--- config.mk ---
export PLATFORM = sky130hd
export DESIGN_NAME = pbce_gpio
export DESIGN_NICKNAME = d
export VERILOG_FILES = /design/src/pbce_pkg.sv /design/src/pbce_gpio.sv
export VERILOG_INCLUDE_DIRS = /design/src
export SDC_FILE = /design/constraint.sdc
export NUM_CORES = 1
export LEC_CHECK = 0
export BUFFER_PORTS_ARGS = -buffer_cell sky130_fd_sc_hd__buf_2
export CAP_MARGIN = 20
export CORE_MARGIN = 2
export CORE_UTILIZATION = 40
export CTS_CLUSTER_DIAMETER = 60
export DETAILED_ROUTE_END_ITERATION = 6
export GPL_TIMING_DRIVEN = 0
export HOLD_SLACK_MARGIN = 0.06
export PLACE_DENSITY = 0.68
export RECOVER_POWER = 100
export SLEW_MARGIN = 0
export SYNTH_ARGS = -nofsm -noshare
export SYNTH_HDL_FRONTEND = slang
export SYNTH_SLANG_ARGS = --single-unit
--- constraint.sdc ---
create_clock -name clk_in -period 3.7 [get_ports clk_in]
set_input_delay 0.37 -clock clk_in [delete_from_list [all_inputs] [get_ports clk_in]]
set_output_delay 0.37 -clock clk_in [all_outputs]
set_load 0.005 [all_outputs]
--- src/pbce_params.svh ---
// Purpose: Offsets, reset values and field positions for the Port B / third port block.
// Assumes: APB byte addresses are four times the printed register index.
// Notes: Included by the package and the design.
`ifndef PBCE_PARAMS_SVH
`define PBCE_PARAMS_SVH
`define PBCE_IDX_THIRD_DIR 8'h01
`define PBCE_IDX_THIRD_DATA 8'h04
`define PBCE_IDX_PB_DIR 8'h05
`define PBCE_IDX_PB_DATA 8'h06
`define PBCE_IDX_THIRD_IN 8'h0E
`define PBCE_IDX_OPTIONS 8'h10
`define PBCE_IDX_STATUS 8'h11
`define PBCE_RESET_DIR 4'h0
`define PBCE_RESET_DATA 4'h0
`define PBCE_RESET_OPTIONS 8'h00
`define PBCE_WAKE_VECTOR 13'h0004
`define PBCE_OPT_AMP 0
`define PBCE_OPT_CMP1 1
`define PBCE_OPT_CMP2 2
`define PBCE_OPT_BIT1_READ_ZERO 3
`define PBCE_OPT_BIT3_READ_ZERO 4
`define PBCE_OPT_GAIN 5
`define PBCE_VARIANT_OUT 2'h0
`define PBCE_VARIANT_IN 2'h1
`define PBCE_VARIANT_BIDIR 2'h2
`endif

--- src/pbce_pkg.sv ---
// Purpose: Types shared by the Port B / third port block.
// Assumes: Constants come from pbce_params.svh.
// Notes: Holds the analog-assist mode type and the state record.
`include "pbce_params.svh"
package pbce_pkg;
   typedef enum logic [1:0] {PBCE_MODE_PLAIN, PBCE_MODE_AMP, PBCE_MODE_DUAL_CMP, PBCE_MODE_CMP_AMP} pbce_mode_e;
   typedef struct packed {
      logic [3:0] pb_dir;
      logic [3:0] pb_latch;
      logic [3:0] third_dir;
      logic [3:0] third_latch;
      logic [7:0] options;
      logic [3:0] pb_in;
      logic [3:0] third_in;
      logic [3:0] pb_prev;
      logic [1:0] cmp_in;
      logic [31:0] prdata;
      logic pready;
      logic pslverr;
      logic wake;
      logic [12:0] wake_pc;
      logic wake_seen;
      logic [3:0] pb_out;
      logic [3:0] pb_oe;
      logic [3:0] pb_pd;
      logic [3:0] third_out;
      logic [3:0] third_oe;
      logic [3:0] third_pd;
      logic amp_on;
      logic [1:0] cmp_on;
   } pbce_state_s;
endpackage

--- src/pbce_gpio.sv ---
// Purpose: Port B and shared third port GPIO logic with APB register access.
// Assumes: Pins and comparator outputs are asynchronous and pass two flip-flops.
// Notes: The third port variant is fixed at build time by a parameter.
// Notes on behaviour
// - Port B direction per bit, reset zero.
// - Output pins driven; reads return latch.
// - Pull-down off on every output pin.
// - Port B input bits read pin level.
// - Halt rising edge on enabled pin wakes.
// - Wake loads program counter with vector.
// - Output-only variant: four latched outputs.
// - Input-only variant: four inputs with pull-down.
// - Bidir variant: per-bit direction, reset zero.
// - Bidir pull-down only on input pins.
// - Options select amplifier or comparator structure.
// - Bit-1 read-zero option forces bit 1 when comparator 1 enabled.
// - Bit-3 read-zero option forces bit 3 when comparator 2 enabled.
// - Amplifier option enables single amplifier mode unless comparator 1 alone is also on.
// - Each comparator enabled by own option, except in single amplifier mode.
// - Comparator 1 output reads on bit 0.
// - Comparator 2 output reads on bit 2.
// - Comparator-plus-amplifier reads bits 2,3 zero.
`timescale 1ns/10ps
`include "pbce_params.svh"
module pbce_gpio #(
   parameter logic [1:0] VARIANT = `PBCE_VARIANT_BIDIR
) (
   input wire logic clk_in,
   input wire logic rst_in,
   input wire logic psel_in,
   input wire logic penable_in,
   input wire logic pwrite_in,
   input wire logic [11:0] paddr_in,
   input wire logic [31:0] pwdata_in,
   output logic [31:0] prdata_out,
   output logic pready_out,
   output logic pslverr_out,
   input wire logic halt_in,
   input wire logic [3:0] wake_enable_in,
   input wire logic [3:0] pb_pulldown_opt_in,
   input wire logic [3:0] third_pulldown_opt_in,
   input wire logic [3:0] pb_pin_in,
   output logic [3:0] pb_pin_out,
   output logic [3:0] pb_pin_oe_out,
   output logic [3:0] pb_pulldown_out,
   input wire logic [3:0] third_pin_in,
   output logic [3:0] third_pin_out,
   output logic [3:0] third_pin_oe_out,
   output logic [3:0] third_pulldown_out,
   input wire logic [1:0] cmp_result_in,
   output logic amp_enable_out,
   output logic [1:0] cmp_enable_out,
   output logic wake_out,
   output logic [12:0] wake_pc_out
);
   pbce_pkg::pbce_state_s st;
   pbce_pkg::pbce_state_s next_st;
   logic [3:0] pb_meta;
   logic [3:0] third_meta;
   logic [1:0] cmp_meta;
   pbce_pkg::pbce_mode_e mode;
   logic [9:0] idx;
   logic access;
   logic mapped;
   logic [3:0] third_read;
   logic [3:0] pb_read;

   // Only the second stage of each synchroniser feeds logic.
   always_ff @(posedge clk_in) begin
      pb_meta <= pb_pin_in;
      third_meta <= third_pin_in;
      cmp_meta <= cmp_result_in;
   end

   assign idx = paddr_in[11:2];
   assign access = psel_in && penable_in && !st.pready;

   always_comb begin
      mode = pbce_pkg::PBCE_MODE_PLAIN;
      if (st.options[`PBCE_OPT_AMP] && st.options[`PBCE_OPT_CMP1] && !st.options[`PBCE_OPT_CMP2]) begin
         mode = pbce_pkg::PBCE_MODE_CMP_AMP;
      end else if (st.options[`PBCE_OPT_AMP]) begin
         mode = pbce_pkg::PBCE_MODE_AMP;
      end else if (st.options[`PBCE_OPT_CMP1] || st.options[`PBCE_OPT_CMP2]) begin
         mode = pbce_pkg::PBCE_MODE_DUAL_CMP;
      end
   end

   always_comb begin
      for (int i = 0; i < 4; i++) begin
         pb_read[i] = st.pb_dir[i] ? st.pb_latch[i] : st.pb_in[i];
      end
      third_read = st.third_in;
      if (VARIANT == `PBCE_VARIANT_BIDIR) begin
         for (int i = 0; i < 4; i++) begin
            if (st.third_dir[i]) begin
               third_read[i] = st.third_latch[i];
            end
         end
      end else if (VARIANT == `PBCE_VARIANT_OUT) begin
         third_read = st.third_latch;
      end
      if (VARIANT != `PBCE_VARIANT_OUT) begin
         if (st.options[`PBCE_OPT_CMP1] && mode != pbce_pkg::PBCE_MODE_AMP) begin
            third_read[0] = st.cmp_in[0];
            if (st.options[`PBCE_OPT_BIT1_READ_ZERO]) begin
               third_read[1] = 1'b0;
            end
         end
         if (mode == pbce_pkg::PBCE_MODE_CMP_AMP) begin
            third_read[3:2] = 2'h0;
         end else if (st.options[`PBCE_OPT_CMP2] && mode == pbce_pkg::PBCE_MODE_DUAL_CMP) begin
            third_read[2] = st.cmp_in[1];
            if (st.options[`PBCE_OPT_BIT3_READ_ZERO]) begin
               third_read[3] = 1'b0;
            end
         end
      end
   end

   always_comb begin
      mapped = 1'b1;
      next_st = st;
      next_st.pb_in = pb_meta;
      next_st.third_in = third_meta;
      next_st.cmp_in = cmp_meta;
      next_st.pb_prev = st.pb_in;
      next_st.pready = access;
      next_st.pslverr = 1'b0;
      unique case (idx)
         10'(`PBCE_IDX_PB_DIR): begin
            next_st.prdata = {28'h0000000, st.pb_dir};
            if (access && pwrite_in) begin
               next_st.pb_dir = pwdata_in[3:0];
            end
         end
         10'(`PBCE_IDX_PB_DATA): begin
            next_st.prdata = {28'h0000000, pb_read};
            if (access && pwrite_in) begin
               next_st.pb_latch = pwdata_in[3:0];
            end
         end
         10'(`PBCE_IDX_THIRD_DATA): begin
            mapped = (VARIANT != `PBCE_VARIANT_IN);
            next_st.prdata = {28'h0000000, third_read};
            if (access && pwrite_in && mapped) begin
               next_st.third_latch = pwdata_in[3:0];
            end
         end
         10'(`PBCE_IDX_THIRD_DIR): begin
            mapped = (VARIANT == `PBCE_VARIANT_BIDIR);
            next_st.prdata = {28'h0000000, st.third_dir};
            if (access && pwrite_in && mapped) begin
               next_st.third_dir = pwdata_in[3:0];
            end
         end
         10'(`PBCE_IDX_THIRD_IN): begin
            mapped = (VARIANT == `PBCE_VARIANT_IN);
            next_st.prdata = {28'h0000000, third_read};
         end
         10'(`PBCE_IDX_OPTIONS): begin
            next_st.prdata = {24'h000000, st.options};
            if (access && pwrite_in) begin
               next_st.options = pwdata_in[7:0];
               if (pwdata_in[`PBCE_OPT_AMP]) begin
                  next_st.options[`PBCE_OPT_GAIN] = 1'b0;
               end
            end
         end
         10'(`PBCE_IDX_STATUS): begin
            next_st.prdata = {26'h0, mode, st.wake_seen, st.cmp_in, 1'b0};
            if (access && pwrite_in && pwdata_in[3]) begin
               next_st.wake_seen = 1'b0;
            end
         end
         default: begin
            mapped = 1'b0;
            next_st.prdata = 32'h00000000;
         end
      endcase
      if (!mapped) begin
         next_st.prdata = 32'h00000000;
         next_st.pslverr = access;
      end
      // A wake edge in the clearing cycle still sets the sticky flag.
      next_st.wake = halt_in && |(st.pb_in & ~st.pb_prev & wake_enable_in);
      if (next_st.wake) begin
         next_st.wake_pc = `PBCE_WAKE_VECTOR;
         next_st.wake_seen = 1'b1;
      end
      next_st.pb_out = st.pb_latch;
      next_st.pb_oe = st.pb_dir;
      next_st.pb_pd = pb_pulldown_opt_in & ~st.pb_dir;
      next_st.third_out = st.third_latch;
      unique case (VARIANT)
         `PBCE_VARIANT_OUT: begin
            next_st.third_oe = 4'hF;
            next_st.third_pd = 4'h0;
         end
         `PBCE_VARIANT_IN: begin
            next_st.third_oe = 4'h0;
            next_st.third_pd = third_pulldown_opt_in;
         end
         default: begin
            next_st.third_oe = st.third_dir;
            next_st.third_pd = third_pulldown_opt_in & ~st.third_dir;
         end
      endcase
      next_st.amp_on = (mode == pbce_pkg::PBCE_MODE_AMP) || (mode == pbce_pkg::PBCE_MODE_CMP_AMP);
      next_st.cmp_on = {st.options[`PBCE_OPT_CMP2] && mode == pbce_pkg::PBCE_MODE_DUAL_CMP,
                        st.options[`PBCE_OPT_CMP1] && mode != pbce_pkg::PBCE_MODE_AMP};
   end

   always_ff @(posedge clk_in) begin
      if (rst_in) begin
         st <= '0;
         st.pb_dir <= `PBCE_RESET_DIR;
         st.third_dir <= `PBCE_RESET_DIR;
         st.pb_latch <= `PBCE_RESET_DATA;
         st.third_latch <= `PBCE_RESET_DATA;
         st.options <= `PBCE_RESET_OPTIONS;
      end else begin
         st <= next_st;
      end
   end

   assign prdata_out = st.prdata;
   assign pready_out = st.pready;
   assign pslverr_out = st.pslverr;
   assign pb_pin_out = st.pb_out;
   assign pb_pin_oe_out = st.pb_oe;
   assign pb_pulldown_out = st.pb_pd;
   assign third_pin_out = st.third_out;
   assign third_pin_oe_out = st.third_oe;
   assign third_pulldown_out = st.third_pd;
   assign amp_enable_out = st.amp_on;
   assign cmp_enable_out = st.cmp_on;
   assign wake_out = st.wake;
   assign wake_pc_out = st.wake_pc;
endmodule // pbce_gpio

==> results.ini <==
[timing]
tns_ps=0
fin_crit_ps=2670
max_slew_margin_pct=47.9
finalCritPeriodShare_pct=72.1
final-max-slew-violation-count=0
finalSetupViolations=0
finalClockSkew_ps=8.06
grt_setup_unrepaired=false
clock.fmax_mhz=375
tightest_slew_ps=774
finalHoldViolations=0

[die]
ios=147
dieWidth_um=99.4
start_util_pct=41.5
die-area_um2=9880
fp-row-count=34
coreArea_um2=8760
die_y_um=99.4

[logic_synthesis]
ys_seq_elements=88
ys_types=51
yosysTopAreaCell=dfxtp_1
syn_avg_cell_area_um2=9.81
postSynthCellCount=371
synth_flop_cell=dfxtp_1
synth_top_area_share_pct=48.4
ys_seq_area_share_pct=48.4
synthTopCellsByArea=dfxtp_1, buf_4, mux2i_1
synth_area_um2=3640
async_flop_share_pct=0
synthTopCellsByCount=dfxtp_1, buf_4, nor2b_1
ys_warn_count=0
synth.most_common_cell=dfxtp_1
synth-edff-count=0

[route]
firstDrtPassIters=4
drtAntennaViolNets=0
vias_per_cell=4.38
vias=2682
routed_wl_mm=7.93
drt_iter0_markers=137
wl_per_cell_um=13.0
route.detailed.drc=0

[global_route]
antenna_found_initial=0
grtUsageTotal_pct=16.5
grt_pass1_vias=2511
grt_max_degree=14
grt_first_pass_wirelength_mm=12.6
gr-total-overflow=0

[cells_and_area]
final_cells=612
largest_reg_flops=20
drive_above_1_share_pct=31.7
insertedDiodeCount=0
final_nets=572
area_growth_pct=22.8

[clock_network]
cts_tree=yes
postCtsHoldBufs=0
clkLatencyLatePin_ps=340
htree_levels=3
clk_path_buf_depth=2
cts.reportedPaths.clkPinSlew_ps=80
cts_setup_buffers=0
cts-root-buf=clkbuf_8
cts_resized=0
cts_inserted_buffers=9
cts_sinks=88

[power_and_ir_drop]
p_comb_share_pct=7.8
power.density_nw_per_um2=399
power.switching_mw=0.384
seqPwrFrac_pct=54.7
p_int_mw=1.40
p_clk_share_pct=37.5
vdd_drop_max_mv=0.162
switching_share_pct=21.5
leakage_nw=2.13

[placement]
dpl.hpwl_mm=6.09
dpl.cell_count=597
place.gp.congestion=0.907
io_buffers=83

[critical_path]
cp_max_fo=10
startpoint_type=input port
path_common_cell=clkbuf_1
worstSetupPathType=input port to flip-flop
required_ps=3980
critPathSlowestCell=nand4_1
arrival_ps=2940
slowest_delay_ps=570
worst_setup_path_end_kind=flip-flop
path_cells=clkbuf_1 > nor3_1 > nand4_1 > or3_1 > clkbuf_1 > or3b_1 > a21oi_1

[run_status]
status=finished clean

[job]
drv_cap=0

[min_path]
hold_class=input port to flip-flop

cells in the final DEF (no fill, tap or decap), types with 8 or more instances in the layout:
cell      count
conb_1       36
o21ai_0       9
clkbuf_8     13
buf_4        45
buf_2        68
nor3b_1       8
mux2i_1      26
a21oi_1      11
clkbuf_4     26
dfxtp_1      88
nor2_1       28
nor2b_1      34
nand2_1      16
clkbuf_1     28
final timing paths:
kind	end	depth (start not counted)	slack [ps]	from
worst max-delay path	st[95]	7	1030	paddr_in[11]
worst min-delay path	third_meta[2]	1	120	third_pin_in[2]
worst max register to register	next_st[12]	6	1790	pready_out
worst min register to register	st[77]	1	440	cmp_meta[1]
power groups by stage:
stage	clock [mW]	sequential [mW]	combinational, mW
6_report	0.669	0.975	0.139
5_1_grt	0.734	0.978	0.155
3_5_place_dp	0	0.998	0.143
3_3_place_gp	0	0.997	0.141
4_1_cts	0.688	0.975	0.143
2_1_floorplan	0	0.995	0.0889
cell families (layout without fill, tap and decap cells):
logic type / Yosys count / in the layout / synth area share (%)
AND/OR/NAND/NOR: 123 / 123 / 19.7
buffers and inverters: 92 / 190 / 17.3
flip-flops: 88 / 88 / 48.4
AO/OA/AOI/OAI: 40 / 40 / 7.11
multiplexers: 26 / 26 / 7.15
other: 1 / 36 / 0.103
XOR/XNOR: 1 / 1 / 0.241
cell type report:
| type | count | area [um^2] |
|---|---|---|
| Fill cell | 855 | 4290 |
| Inverter | 7 | 26.3 |
| Buffer | 85 | 596 |
| Timing Repair Buffer | 83 | 397 |
| Tap cell | 108 | 135 |
| Multi-Input combinational cell | 226 | 1350 |
| Sequential cell | 88 | 1760 |
| Clock buffer | 12 | 165 |
| Clock inverter | 3 | 40.0 |
routing by layer:
metal / up-vias / share of wire, % / GRT usage [%]
li1: 1390 / - / -
met5: - / 0 / 0
met1: 1201 / 47 / 21.8
met4: 0 / 1.5 / 6.11
met3: 10 / 5.1 / 4.22
met2: 81 / 46 / 26.3
metrics by stage:
stage          hold WS [ps]  area [um^2]  total power [mW]  setup slack [ps]  utilization, %
3_3_place_gp            420         4320              1.14              1250            49.3
4_1_cts                 108         4530              1.81              1560            51.7
3_5_place_dp            420         4320              1.14              1220            49.3
5_1_grt                 100         4470              1.87               892            51.0
6_report                122         4470              1.78              1030            51.0
2_1_floorplan           398         3770              1.08              1810               -
worst max-delay path, delay by kind of cell:
kind	cells	cell delay, ps
buffers and inverters	2	390
and+or+nand+nor	4	2050
AOI/OAI and AO/OA	1	140
Note: power is estimated with default switching activity, not from simulation.
